--- src/hw/rps_pkg.sv ---
// Package: constants, register map and state codes of the regulator power sequencer
package rps_pkg;

  // Sequenced outputs and slot field width
  localparam int          NUM_REG   = 7;
  localparam int          SLOT_W    = 3;
  localparam logic [6:0]  ALL_REGS  = 7'h7F;

  // Clock rate and documented times
  localparam int          CLK_KHZ       = 25000;
  localparam int          SLOT_FAST_US  = 500;
  localparam int          SLOT_SLOW_US  = 2000;
  localparam int          PDN_GAP_US    = 2000;
  localparam int          REL_STEP_US   = 2000;
  localparam logic [15:0] SLOT_FAST_CYC = 16'(SLOT_FAST_US * CLK_KHZ / 1000);
  localparam logic [15:0] SLOT_SLOW_CYC = 16'(SLOT_SLOW_US * CLK_KHZ / 1000);
  localparam logic [15:0] PDN_GAP_CYC   = 16'(PDN_GAP_US * CLK_KHZ / 1000);
  localparam logic [15:0] REL_STEP_CYC  = 16'(REL_STEP_US * CLK_KHZ / 1000);

  // Register byte offsets
  localparam logic [7:0] ADDR_CTRL     = 8'h00;
  localparam logic [7:0] ADDR_STATUS   = 8'h04;
  localparam logic [7:0] ADDR_STBY_EN  = 8'h08;
  localparam logic [7:0] ADDR_SLEEP_EN = 8'h0C;
  localparam logic [7:0] ADDR_PDN_BASE = 8'h10;
  localparam logic [7:0] ADDR_PDN_LAST = 8'h28;

  // Field positions
  localparam int STAT_UP_BIT  = 0;
  localparam int STAT_DN_BIT  = 1;
  localparam int STAT_RST_BIT = 2;
  localparam int STAT_RTC_BIT = 3;

  // Reset values of the writable masks
  localparam logic [6:0] STBY_EN_RST  = 7'h7F;
  localparam logic [6:0] SLEEP_EN_RST = 7'h00;

  // Mode request codes written to the control register
  localparam logic [1:0] MODE_OFF   = 2'h0;
  localparam logic [1:0] MODE_RUN   = 2'h1;
  localparam logic [1:0] MODE_STBY  = 2'h2;
  localparam logic [1:0] MODE_SLEEP = 2'h3;

  // Sequencer states
  typedef enum logic [2:0] {
    PS_OFF   = 3'b000,
    PS_UP    = 3'b001,
    PS_RUN   = 3'b010,
    PS_DOWN  = 3'b011,
    PS_STBY  = 3'b100,
    PS_SLEEP = 3'b101
  } rps_state_t;

  // Reset release delay in 2 ms steps for each select code
  function automatic logic [9:0] rps_rel_steps(input logic [2:0] sel);
    logic [9:0] r;
    r = 10'h001;
    unique case (sel)
      3'h0: r = 10'h001;
      3'h1: r = 10'h002;
      3'h2: r = 10'h004;
      3'h3: r = 10'h008;
      3'h4: r = 10'h010;
      3'h5: r = 10'h020;
      3'h6: r = 10'h100;
      3'h7: r = 10'h200;
    endcase
    return r;
  endfunction

endpackage

--- src/hw/rps_tick.sv ---
// Restartable tick generator for slot and gap timing
`timescale 1ns/1ps
module rps_tick
  import rps_pkg::*;
(
  // Clock and reset
  input  wire logic        core_clk,
  input  wire logic        nrst,
  // Control
  input  wire logic        restart,
  input  wire logic [15:0] period,
  // Output
  output logic             tick
);

  logic [15:0] cnt_reg; // Cycles elapsed in current period

  // Count cycles; restart realigns the period to a state change
  always_ff @(posedge core_clk or negedge nrst) begin
    if (!nrst) begin
      cnt_reg <= 16'h0000;
    end else if (restart || tick) begin
      cnt_reg <= 16'h0000;
    end else begin
      cnt_reg <= cnt_reg + 16'h0001;
    end
  end

  // Pulse at the end of each period; zero period is treated as one cycle
  assign tick = !restart && (cnt_reg + 16'h0001 >= period);

endmodule // rps_tick

--- src/hw/rps_slot_match.sv ---
// Slot comparator: which masked outputs sit in a slot, and the highest masked slot
`timescale 1ns/1ps
module rps_slot_match
  import rps_pkg::*;
(
  // Inputs
  input  wire logic [20:0] slots,
  input  wire logic [6:0]  mask,
  input  wire logic [2:0]  cmp,
  // Outputs
  output logic      [6:0]  match,
  output logic      [2:0]  max_slot
);

  // Per-output compare
  genvar g;
  generate
    for (g = 0; g < NUM_REG; g++) begin : g_cmp
      assign match[g] = mask[g] && (slots[g*SLOT_W +: SLOT_W] == cmp);
    end
  endgenerate

  // Highest slot among masked outputs
  always_comb begin
    max_slot = 3'h0;
    for (int i = 0; i < NUM_REG; i++) begin
      if (mask[i] && slots[i*SLOT_W +: SLOT_W] > max_slot) begin
        max_slot = slots[i*SLOT_W +: SLOT_W];
      end
    end
  end

endmodule // rps_slot_match

--- src/hw/rps_sequencer.sv ---
// Regulator power-up / power-down sequencer with host reset release and register port
`timescale 1ns/1ps
module rps_sequencer
  import rps_pkg::*;
#(
  parameter logic [15:0] SLOT_FAST = SLOT_FAST_CYC, // 0.5 ms slot
  parameter logic [15:0] SLOT_SLOW = SLOT_SLOW_CYC, // 2.0 ms slot
  parameter logic [15:0] PDN_GAP   = PDN_GAP_CYC,   // 2.0 ms turn-off spacing
  parameter logic [15:0] REL_STEP  = REL_STEP_CYC   // 2.0 ms reset delay step
) (
  // Clock and reset (nrst is the core digital rail power-on reset)
  input  wire logic        core_clk,
  input  wire logic        nrst,
  // Register port
  input  wire logic [7:0]  reg_addr,
  input  wire logic [31:0] reg_wdata,
  input  wire logic        reg_wr,
  input  wire logic        reg_rd,
  output logic      [31:0] reg_rdata,
  // One-time-programmed configuration
  input  wire logic [20:0] otp_powerup_slot,
  input  wire logic [2:0]  reset_release_delay_sel,
  input  wire logic        slot_period_sel,
  // Test-loaded configuration
  input  wire logic        test_loaded_config,
  input  wire logic [20:0] test_powerup_slot,
  // Rails and host signals
  output logic             rtc_supply_rail,
  output logic      [6:0]  reg_en,
  output logic             host_reset_out,
  output logic             powerup_done_flag,
  output logic             powerdown_done_flag
);

  // State
  rps_state_t  state_reg;          // Sequencer state
  rps_state_t  state_next;
  rps_state_t  dest_reg;           // Where power-down ends
  rps_state_t  dest_next;
  logic        init_done_reg;      // Slots captured after reset
  logic        rtc_on_reg;         // RTC supply rail enable
  logic [6:0]  reg_en_reg;         // Regulator enables
  logic [6:0]  work_set_reg;       // Outputs still to switch
  logic [6:0]  start_set;          // Set loaded on sequence entry
  logic        load_set;
  logic [2:0]  slot_cnt_reg;       // Current power-up slot
  logic        rel_pending_reg;    // Host reset still held from POR
  logic        rel_active_reg;     // Release delay running
  logic [9:0]  rel_cnt_reg;        // Release delay steps elapsed
  logic        host_rst_reg;       // Host reset level
  logic [6:0]  stby_en_reg;        // Outputs kept on in standby
  logic [6:0]  sleep_en_reg;       // Outputs kept on in sleep
  logic [20:0] pdn_slot_reg;       // Power-down slot settings
  logic        flag_up_reg;        // Power-up done, sticky
  logic        flag_dn_reg;        // Power-down done, sticky
  logic        set_flag_up;
  logic        set_flag_dn;
  logic [31:0] rdata_reg;          // Registered read data

  // Decode and helpers
  logic        req_valid;          // Mode request write
  logic [1:0]  req_mode;
  logic [20:0] up_slots;           // Active power-up slots
  logic [6:0]  up_match;
  logic [2:0]  up_max;
  logic [6:0]  dn_match;
  logic [2:0]  dn_max;
  logic [6:0]  dn_pick;            // Single output to turn off
  logic        pdn_all_zero;
  logic        up_done;
  logic        tick;
  logic        tick_restart;
  logic [15:0] tick_period;
  logic        sys_on;
  logic [4:0]  pdn_idx;

  assign req_valid    = reg_wr && (reg_addr == ADDR_CTRL);
  assign req_mode     = reg_wdata[1:0];
  assign up_slots     = test_loaded_config ? test_powerup_slot : otp_powerup_slot;
  assign pdn_all_zero = (pdn_slot_reg == 21'h00_0000);
  assign up_done      = ((work_set_reg & ~reg_en_reg) == 7'h00);
  assign dn_pick      = dn_match & (~dn_match + 7'h01);
  assign sys_on       = (state_reg == PS_RUN) || (state_reg == PS_STBY) || (state_reg == PS_SLEEP);
  assign pdn_idx      = 5'((reg_addr - ADDR_PDN_BASE) >> 2);

  // Slot compare for power-up (current count) and power-down (highest slot)
  rps_slot_match u_up_match (
    .slots    (up_slots),
    .mask     (work_set_reg),
    .cmp      (slot_cnt_reg),
    .match    (up_match),
    .max_slot (up_max)
  );

  rps_slot_match u_dn_match (
    .slots    (pdn_slot_reg),
    .mask     (work_set_reg),
    .cmp      (dn_max),
    .match    (dn_match),
    .max_slot (dn_max)
  );

  // Power-up uses the selected slot period; all other timing uses 2 ms
  always_comb begin
    if (state_reg == PS_UP) begin
      tick_period = slot_period_sel ? SLOT_SLOW : SLOT_FAST;
    end else if (state_reg == PS_DOWN) begin
      tick_period = PDN_GAP;
    end else begin
      tick_period = REL_STEP;
    end
  end

  // Each state change starts a fresh period
  assign tick_restart = (state_next != state_reg);

  rps_tick u_tick (
    .core_clk (core_clk),
    .nrst     (nrst),
    .restart  (tick_restart),
    .period   (tick_period),
    .tick     (tick)
  );

  // Next state; requests in transient states are ignored
  always_comb begin
    state_next  = state_reg;
    dest_next   = dest_reg;
    start_set   = 7'h00;
    load_set    = 1'b0;
    set_flag_up = 1'b0;
    set_flag_dn = 1'b0;
    unique case (state_reg)
      PS_OFF: begin
        // Regulators wait for the RTC rail to be up
        if (req_valid && req_mode == MODE_RUN && rtc_on_reg) begin
          state_next = PS_UP;
          start_set  = ALL_REGS;
          load_set   = 1'b1;
        end
      end
      PS_UP: begin
        if (up_done) begin
          state_next  = PS_RUN;
          set_flag_up = 1'b1;
        end
      end
      PS_RUN: begin
        if (req_valid) begin
          case (req_mode)
            MODE_STBY: begin
              if ((reg_en_reg & ~stby_en_reg) != 7'h00) begin
                state_next = PS_DOWN;
                dest_next  = PS_STBY;
                start_set  = reg_en_reg & ~stby_en_reg;
                load_set   = 1'b1;
              end else begin
                state_next  = PS_STBY;
                set_flag_dn = 1'b1;
              end
            end
            MODE_SLEEP: begin
              state_next = PS_DOWN;
              dest_next  = PS_SLEEP;
              start_set  = reg_en_reg & ~sleep_en_reg;
              load_set   = 1'b1;
            end
            MODE_OFF: begin
              state_next = PS_DOWN;
              dest_next  = PS_OFF;
              start_set  = reg_en_reg;
              load_set   = 1'b1;
            end
            default: begin
              state_next = PS_RUN;
            end
          endcase
        end
      end
      PS_DOWN: begin
        if (work_set_reg == 7'h00) begin
          state_next  = dest_reg;
          set_flag_dn = (dest_reg != PS_OFF);
        end
      end
      PS_STBY: begin
        if (req_valid && req_mode == MODE_RUN) begin
          start_set = ALL_REGS & ~reg_en_reg;
          load_set  = 1'b1;
          if ((ALL_REGS & ~reg_en_reg) != 7'h00) begin
            state_next = PS_UP;
          end else begin
            state_next  = PS_RUN;
            set_flag_up = 1'b1;
          end
        end else if (req_valid && req_mode == MODE_OFF) begin
          state_next = PS_DOWN;
          dest_next  = PS_OFF;
          start_set  = reg_en_reg;
          load_set   = 1'b1;
        end
      end
      PS_SLEEP: begin
        if (req_valid && req_mode == MODE_RUN) begin
          state_next = PS_UP;
          start_set  = ALL_REGS & ~reg_en_reg;
          load_set   = 1'b1;
        end else if (req_valid && req_mode == MODE_OFF) begin
          state_next = PS_DOWN;
          dest_next  = PS_OFF;
          start_set  = reg_en_reg;
          load_set   = 1'b1;
        end
      end
      default: begin
        // Illegal codes fall back to all-off
        state_next = PS_OFF;
      end
    endcase
  end

  // State registers
  always_ff @(posedge core_clk or negedge nrst) begin
    if (!nrst) begin
      state_reg <= PS_OFF;
      dest_reg  <= PS_OFF;
    end else begin
      state_reg <= state_next;
      dest_reg  <= dest_next;
    end
  end

  // RTC rail comes up in the first cycle after POR, before any regulator
  always_ff @(posedge core_clk or negedge nrst) begin
    if (!nrst) begin
      init_done_reg <= 1'b0;
      rtc_on_reg    <= 1'b0;
    end else begin
      init_done_reg <= 1'b1;
      rtc_on_reg    <= 1'b1;
    end
  end

  // Slot counter steps one slot per period up to the highest occupied slot
  always_ff @(posedge core_clk or negedge nrst) begin
    if (!nrst) begin
      slot_cnt_reg <= 3'h0;
    end else if (load_set) begin
      slot_cnt_reg <= 3'h0;
    end else if (state_reg == PS_UP && tick && slot_cnt_reg < up_max) begin
      slot_cnt_reg <= slot_cnt_reg + 3'h1;
    end
  end

  // Work set and regulator enables
  always_ff @(posedge core_clk or negedge nrst) begin
    if (!nrst) begin
      work_set_reg <= 7'h00;
      reg_en_reg   <= 7'h00;
    end else if (load_set) begin
      work_set_reg <= start_set;
    end else if (state_reg == PS_UP) begin
      reg_en_reg <= reg_en_reg | up_match;
    end else if (state_reg == PS_DOWN) begin
      if (pdn_all_zero) begin
        // Bypass: everything in the set goes off together
        reg_en_reg   <= reg_en_reg & ~work_set_reg;
        work_set_reg <= 7'h00;
      end else if (tick) begin
        // One output per gap, highest slot first, lowest index on a tie
        reg_en_reg   <= reg_en_reg & ~dn_pick;
        work_set_reg <= work_set_reg & ~dn_pick;
      end
    end
  end

  // Host reset: held from POR until power-up ends, then released after the delay
  always_ff @(posedge core_clk or negedge nrst) begin
    if (!nrst) begin
      host_rst_reg    <= 1'b0;
      rel_pending_reg <= 1'b1;
      rel_active_reg  <= 1'b0;
      rel_cnt_reg     <= 10'h000;
    end else if (rel_pending_reg && state_reg == PS_UP && up_done) begin
      rel_active_reg <= 1'b1;
      rel_cnt_reg    <= 10'h000;
    end else if (rel_active_reg && tick) begin
      if (rel_cnt_reg + 10'h001 >= rps_rel_steps(reset_release_delay_sel)) begin
        host_rst_reg    <= 1'b1;
        rel_active_reg  <= 1'b0;
        rel_pending_reg <= 1'b0;
      end else begin
        rel_cnt_reg <= rel_cnt_reg + 10'h001;
      end
    end
  end

  // Sticky flags; a set in the clearing cycle wins
  always_ff @(posedge core_clk or negedge nrst) begin
    if (!nrst) begin
      flag_up_reg <= 1'b0;
      flag_dn_reg <= 1'b0;
    end else begin
      flag_up_reg <= set_flag_up ||
                     (flag_up_reg && !(reg_wr && reg_addr == ADDR_STATUS && reg_wdata[STAT_UP_BIT]));
      flag_dn_reg <= set_flag_dn ||
                     (flag_dn_reg && !(reg_wr && reg_addr == ADDR_STATUS && reg_wdata[STAT_DN_BIT]));
    end
  end

  // Masks for standby and sleep
  always_ff @(posedge core_clk or negedge nrst) begin
    if (!nrst) begin
      stby_en_reg  <= STBY_EN_RST;
      sleep_en_reg <= SLEEP_EN_RST;
    end else if (reg_wr && reg_addr == ADDR_STBY_EN) begin
      stby_en_reg <= reg_wdata[6:0];
    end else if (reg_wr && reg_addr == ADDR_SLEEP_EN) begin
      sleep_en_reg <= reg_wdata[6:0];
    end
  end

  // Power-down slots: copy power-up slots after POR, writable only when on.
  // The copy is clocked because an async reset may only load constants.
  always_ff @(posedge core_clk or negedge nrst) begin
    if (!nrst) begin
      pdn_slot_reg <= 21'h00_0000;
    end else if (!init_done_reg) begin
      pdn_slot_reg <= up_slots;
    end else if (reg_wr && sys_on && reg_addr >= ADDR_PDN_BASE && reg_addr <= ADDR_PDN_LAST &&
                 reg_addr[1:0] == 2'b00) begin
      pdn_slot_reg[pdn_idx*SLOT_W +: SLOT_W] <= reg_wdata[2:0];
    end
  end

  // Read data, valid the cycle after the strobe; unmapped reads return zero
  always_ff @(posedge core_clk or negedge nrst) begin
    if (!nrst) begin
      rdata_reg <= 32'h0000_0000;
    end else if (reg_rd) begin
      rdata_reg <= 32'h0000_0000;
      if (reg_addr == ADDR_CTRL) begin
        rdata_reg[2:0] <= state_reg;
      end else if (reg_addr == ADDR_STATUS) begin
        rdata_reg[STAT_UP_BIT]  <= flag_up_reg;
        rdata_reg[STAT_DN_BIT]  <= flag_dn_reg;
        rdata_reg[STAT_RST_BIT] <= host_rst_reg;
        rdata_reg[STAT_RTC_BIT] <= rtc_on_reg;
        rdata_reg[14:8]         <= reg_en_reg;
      end else if (reg_addr == ADDR_STBY_EN) begin
        rdata_reg[6:0] <= stby_en_reg;
      end else if (reg_addr == ADDR_SLEEP_EN) begin
        rdata_reg[6:0] <= sleep_en_reg;
      end else if (reg_addr >= ADDR_PDN_BASE && reg_addr <= ADDR_PDN_LAST && reg_addr[1:0] == 2'b00) begin
        rdata_reg[2:0] <= pdn_slot_reg[pdn_idx*SLOT_W +: SLOT_W];
      end
    end else begin
      rdata_reg <= 32'h0000_0000;
    end
  end

  // Outputs
  assign reg_rdata           = rdata_reg;
  assign rtc_supply_rail     = rtc_on_reg;
  assign reg_en              = reg_en_reg;
  assign host_reset_out      = host_rst_reg;
  assign powerup_done_flag   = flag_up_reg;
  assign powerdown_done_flag = flag_dn_reg;

endmodule // rps_sequencer

--- config.mk ---
export PLATFORM = sky130hd
export DESIGN_NAME = rps_sequencer
export DESIGN_NICKNAME = d
export VERILOG_FILES = /design/src/hw/rps_pkg.sv /design/src/hw/rps_tick.sv /design/src/hw/rps_slot_match.sv /design/src/hw/rps_sequencer.sv
export SDC_FILE = /design/constraint.sdc
export NUM_CORES = 1
export LEC_CHECK = 0
export BUFFER_PORTS_ARGS = -buffer_cell sky130_fd_sc_hd__buf_4
export CORE_UTILIZATION = 51
export CTS_CLUSTER_DIAMETER = 80
export DETAILED_ROUTE_END_ITERATION = 10
export PLACE_DENSITY = 0.73
export SYNTH_ARGS = -nofsm -noshare
export SYNTH_HDL_FRONTEND = slang
export SYNTH_HIERARCHICAL = 1
export SYNTH_SLANG_ARGS = --single-unit
--- constraint.sdc ---
create_clock -name core_clk -period 27.1 [get_ports core_clk]
set_input_delay 1.355 -clock core_clk [delete_from_list [all_inputs] [get_ports core_clk]]
set_output_delay 1.355 -clock core_clk [all_outputs]
set_load 0.02 [all_outputs]
==> results of run 1 <==
[power by group]
| group | internal [mW] | total [mW] | leakage, nW | switching [mW] |
|---|---|---|---|---|
| sequential | 0.164 | 0.182 | 1.31 | 0.0179 |
| clock | 0.0665 | 0.134 | 0.152 | 0.0678 |
| combinational | 0.0687 | 0.157 | 3.36 | 0.0881 |
[cell families (layout without fill, tap and decap cells)]
family                     Yosys count  count (layout)  share of synthesized area
and+or+nand+nor                    373             373                      0.212
AOI/OAI and AO/OA                  288             288                      0.209
buffers and inverters              139             191                     0.0644
DFF                                103             103                      0.266
muxes                               82              82                     0.0930
adders and majority gates           74              74                     0.0938
xor gates and xnor gates            67              67                     0.0604
other                                2              27                   0.000773
[stage by stage]
step            util  power, mW  instances  hold WS, ns
6_report       0.577      0.473       1439        0.501
5_1_grt        0.577      0.502       1439        0.528
4_1_cts        0.577      0.474       1439        0.502
3_5_place_dp   0.560      0.338       1423        0.489
3_3_place_gp   0.560      0.334       1423        0.480
2_1_floorplan      -      0.301       1153        0.468
[cell type report]
cell class              count  area, um^2  area share
well taps                 234         293      0.0271
repair buffers             94         706      0.0654
clock buffers               9         225      0.0209
clock inverters             7        91.3     0.00846
inverters                  81         304      0.0282
flip-flops and latches    103        2590       0.240
multi-input cells         911        6590       0.610
[routing by layer]
layer  vias up  wire [um]  track usage
li1       4192          -            -
met4         0        590       0.0821
met5         -          0            0
met2       296      11400        0.434
met3        46       1510       0.0362
met1      4083      11100        0.354
[cells in the final DEF (no fill, tap or decap), drive strengths merged, types with 31 or more instances in the layout]
master | netlist | layout
xor2 | 39 | 39
nand2 | 87 | 87
o21ai | 68 | 68
a21oi | 79 | 79
nor2 | 67 | 67
dfrtp | 95 | 95
mux2i | 43 | 43
nor3 | 31 | 31
mux2 | 36 | 36
ha | 68 | 68
inv | 81 | 84
nand3 | 35 | 35
buf | 33 | 94
[path summary, 6_finish.rpt]
check                      slack, ns                 to  depth (start not counted)
min reg2reg                     0.50    rel_pending_reg                          1
max in group asynchronous      24.92    pdn_slot_reg[2]                          2
max                            16.84          reg_en[6]                         44
min                             0.50    rel_pending_reg                          1
min in group asynchronous       0.88  u_tick/cnt_reg[6]                          1
max reg2reg                    16.84          reg_en[6]                         44
==> results.ini, run 1 <==
[outcome]
status = complete, no violations

[sta]
relSlewSlack = 0.336
rsz0062_at_grt = no
layout_setup_ws_ns = 16.84
finalCritPeriodShare = 0.379
setup_tns_ns = 0
worst_pin_slew_ns = 0.996
finClkSkew_ns = 0.0152
fin_crit_ns = 10.26
finalMaxSlewViolations = 0
hold_viol_final = 0
max_freq_mhz = 97.4
setup_viol = 0

[final_layout]
drive_gt1_frac = 0.177
largest_reg_flops = 21
antenna_cells = 0
syn_to_final_growth_pct = 11.2
final_nets = 1359
design_area_um2 = 10800
fillers = 1688

[drt]
drtAntennaViolNets = 0
drc = 0
drtIter0Drc = 615
vias_per_cell = 5.99
drt_first_pass_iters = 5
via_count = 8617
avgRoutedWirePerCell_um = 17.1
drt-total-wl_mm = 24.6

[worst_setup_path]
cp_top_family = compound AO/OA/AOI/OAI gates
startpoint = work_set_reg[0]
crit_top_cell = ha_1
rr_startpoint = work_set_reg[0]
start_kind = flip-flop
critPathArrivalTime_ns = 10.49
cp.required_ns = 27.32
slowest_delay_ns = 0.82
cp_num_buf_inv = 4
crit_fanout = 11
end_kind = flip-flop
crit_type = reg2reg
critPathSlowestCell = mux2i_1

[logic_synthesis]
ys_seq_area_frac = 0.266
ys_types = 97
synthTopCellsByArea = dfrtp_1 24%, ha_1 8.8%, mux2i_1 4.4%
synthArstFlopShare = 1.00
yosysMostFrequentCell = dfrtp_1
syn-cell-area_um2 = 9710
yosysWarnings = 6
synth-seq-cells = 103
synth_top_area_frac = 0.245
ys.flop_type = dfrtp_1
synthCells = 1128
synth_edf_count = 0
syn_avg_cell_area_um2 = 8.61
yosysTopAreaCell = dfrtp_1
synthTopCellsByCount = 95 x dfrtp_1, 87 x nand2_1, 81 x inv_1, 77 x a21oi_1, 68 x ha_1

[die]
rows = 50
fp.dieArea_um2 = 19600
die_w_um = 140
start_util = 0.519
ios = 134
coreArea_um2 = 18700
dieHeight_um = 140

[global_routing]
grt_pass1_vias = 8401
grt_use_total = 0.262
antenna_found_initial = 0
grt_overflow = 0
grt_pass1_wl_mm = 41.5
grt_max_degree = 81

[clocking]
tritoncts = yes
ctsLongestPathBuffers = 2
postCtsSetupBuffers = 0
clkLatencyLatePin_ns = 0.37
root_buffer = clkbuf_16
numCtsBuffers = 9
cts_hold_buf = 0
cts.sinks = 103
htree_num_levels = 3
cts.clk_slew.worst_paths_ns = 0.07
cts_resized = 0

[placed_design]
dp.final_hpwl_mm = 18.7
dpl-instance-area_um2 = 10500
post-place-ws_ns = 16.63
gp_congestion = 0.908
io_buffers = 90

[pwr]
ir_drop_uv = 33.8
power_density_nw_per_um2 = 43.8
cellLeakagePower_nw = 4.82

[hold_path]
hp-class = reg2reg
worstHoldStart = rel_pending_reg

[flow_run]
maxCapViolCount = 0

Power figures use the tool's default switching activity.
==> run 2: changes to the inputs <==
--- a/config.mk
+++ b/config.mk
@@ -9,7 +9,7 @@
 export CORE_UTILIZATION = 51
 export CTS_CLUSTER_DIAMETER = 80
 export DETAILED_ROUTE_END_ITERATION = 10
-export PLACE_DENSITY = 0.73
+export PLACE_DENSITY = 0.76
 export SYNTH_ARGS = -nofsm -noshare
 export SYNTH_HDL_FRONTEND = slang
 export SYNTH_HIERARCHICAL = 1
==> constraint.sdc (replaced) <==
create_clock -name core_clk -period 9.1 [get_ports core_clk]
set_input_delay 0.455 -clock core_clk [delete_from_list [all_inputs] [get_ports core_clk]]
set_output_delay 0.455 -clock core_clk [all_outputs]
set_load 0.02 [all_outputs]
==> run 2 against run 1 <==
Against the previous run: global-route usage up 0.43 points; sequential power rose to 3.0 times the previous value; die area unchanged; combinational power rose to 3.6 times the previous value.
==> results.ini, run 2 (synthesis results as in run 1) <==
[sta]
hold_viol_final = 0
finClkSkew_ns = 0.0172
finalCritPeriodShare = 0.973
relSlewSlack = 0.377
max_freq_mhz = 113
finalMaxSlewViolations = 0
fin_crit_ns = 8.85
worst_pin_slew_ns = 0.928
setup_viol = 0

[worst_setup_path]
rr_endpoint = reg_en[6]
critPathArrivalTime_ns = 9.08
slowest_delay_ns = 0.47
cp.required_ns = 9.33
crit_type = reg2reg
start_kind = flip-flop
rr_worst_depth = 46
reg2reg_slack_ns = 0.25
rr_startpoint = work_set_reg[0]
end_kind = flip-flop
crit_fanout = 5
critPathSlowestCell = dfrtp_2

[pwr]
power_density_nw_per_um2 = 133
cellLeakagePower_nw = 5.09
p_total_mw = 1.52
ir_drop_uv = 105

[global_routing]
grt_pass1_vias = 8589
grt_use_met1 = 0.342
grt_use_met2 = 0.446
met3_usage = 0.0414
busiest_layer = met2
antenna_found_initial = 0
grt_max_degree = 56
grt_overflow = 0
grt_use_total = 0.266
grt_pass1_wl_mm = 42.1

[outcome]
status = complete, no violations

[die]
die_w_um = 140
rows = 50
fp.dieArea_um2 = 19600
start_util = 0.519
dieHeight_um = 140
ios = 134
coreArea_um2 = 18700

[clocking]
root_buffer = clkbuf_16
cts.sinks = 103
cts_hold_buf = 0
cts.clk_slew.worst_paths_ns = 0.09
tritoncts = yes
numCtsBuffers = 9
clkLatencyLatePin_ns = 0.37
ctsLongestPathBuffers = 2
htree_num_levels = 3

[placed_design]
dp.cells = 1459
io_buffers = 90
dp.final_hpwl_mm = 19.2
gp_congestion = 0.963

[drt]
drtAntennaViolNets = 0
drt-total-wl_mm = 26.1
avgRoutedWirePerCell_um = 17.6
drc = 0
drtIter0Drc = 691
drt_first_pass_iters = 7
via_count = 9031
vias_per_cell = 6.08

[flow_run]
maxCapViolCount = 0

[final_layout]
final_common_cell = buf_4
syn_to_final_growth_pct = 18.1
final_nets = 1405
layout.cells.non_filler = 1485
largest_reg_flops = 21
most-common-layout-cells = 139 x buf_4, 94 x dfrtp_1, 83 x nand2_1
antenna_cells = 0
drive_gt1_frac = 0.245

[hold_path]
hp-class = in2async

[run 2: cell count changes in the layout (fill, tap and decap cells not counted), moves of 4 or more]
| cell | delta |
|---|---|
| buf_4 | +45 |
| ha_1 | -9 |
| ha_4 | +8 |
| nand2_1 | -4 |
| nor3_1 | -4 |
| nor3_2 | +4 |
| o21ai_0 | -7 |
| o21ai_2 | +4 |
[run 2: timing repair]
| item | 4_1_cts | 5_1_grt |
|---|---|---|
| endpoints found under the setup margin | 5 | 17 |
| pin swaps | 0 | 37 |
| buffers inserted | 1 | 9 |
| resized for setup | 3 | 63 |
[run 2: layer usage]
layer / vias to the layer above / wire length, um
met1: 4329 / 11500
li1: 4288 / -
met4: 0 / 784
met2: 355 / 12200
met3: 59 / 1610
met5: - / 0
[run 2: how the worst max path moves through the flow]
stage                                   from               to  slack (ns)  cells past startpoint
final                        work_set_reg[0]        reg_en[6]        0.25                     46
after CTS                    work_set_reg[0]        reg_en[6]       0.006                     47
after global placement    test_loaded_config  slot_cnt_reg[2]        0.14                     43
after global routing         work_set_reg[0]        reg_en[6]       -0.11                     46
after floorplan              work_set_reg[0]        reg_en[6]        0.38                     49
after detailed placement  test_loaded_config  slot_cnt_reg[2]       -0.18                     43
[run 2: stage by stage]
stage | utilization | setup slack (ns) | instance area (um^2) | setup TNS [ns] | hold slack (ns)
2_1_floorplan | - | 0.376 | 9800 | 0 | 0.159
3_3_place_gp | 0.575 | 0.140 | 10800 | 0 | 0.490
3_5_place_dp | 0.575 | -0.185 | 10800 | -0.543 | 0.491
4_1_cts | 0.593 | 0.00591 | 11100 | 0 | 0.131
5_1_grt | 0.613 | -0.110 | 11500 | -0.519 | 0.165
6_report | 0.613 | 0.250 | 11500 | 0 | 0.104
[run 2: cell type report]
type                       count  area, um^2
sequential                   103        2590
clock inverter                 7        96.3
multi-input combinational    911        6900
clock buffer                   9         225
inverter                      81         304
timing repair buffer         140        1050
tap                          234         293
fill                        1571        7240
[run 2: power by group]
| part | total [mW] | switching (mW) | leakage (nW) | internal, mW |
|---|---|---|---|---|
| clock network | 0.416 | 0.213 | 0.156 | 0.203 |
| registers | 0.540 | 0.0517 | 1.31 | 0.489 |
| logic | 0.562 | 0.299 | 3.62 | 0.263 |
| total | 1.52 | 0.564 | 5.09 | 0.955 |
[run 2: worst max-delay path, delay by kind of cell, from the launching register on]
kind,cells,cell delay [ns]
and+or+nand+nor,16,2.11
muxes,3,0.61
xor gates and xnor gates,1,0.17
adders and majority gates,8,2.29
DFF,1,0.47
AOI/OAI and AO/OA,14,2.59
buffers and inverters,4,0.46
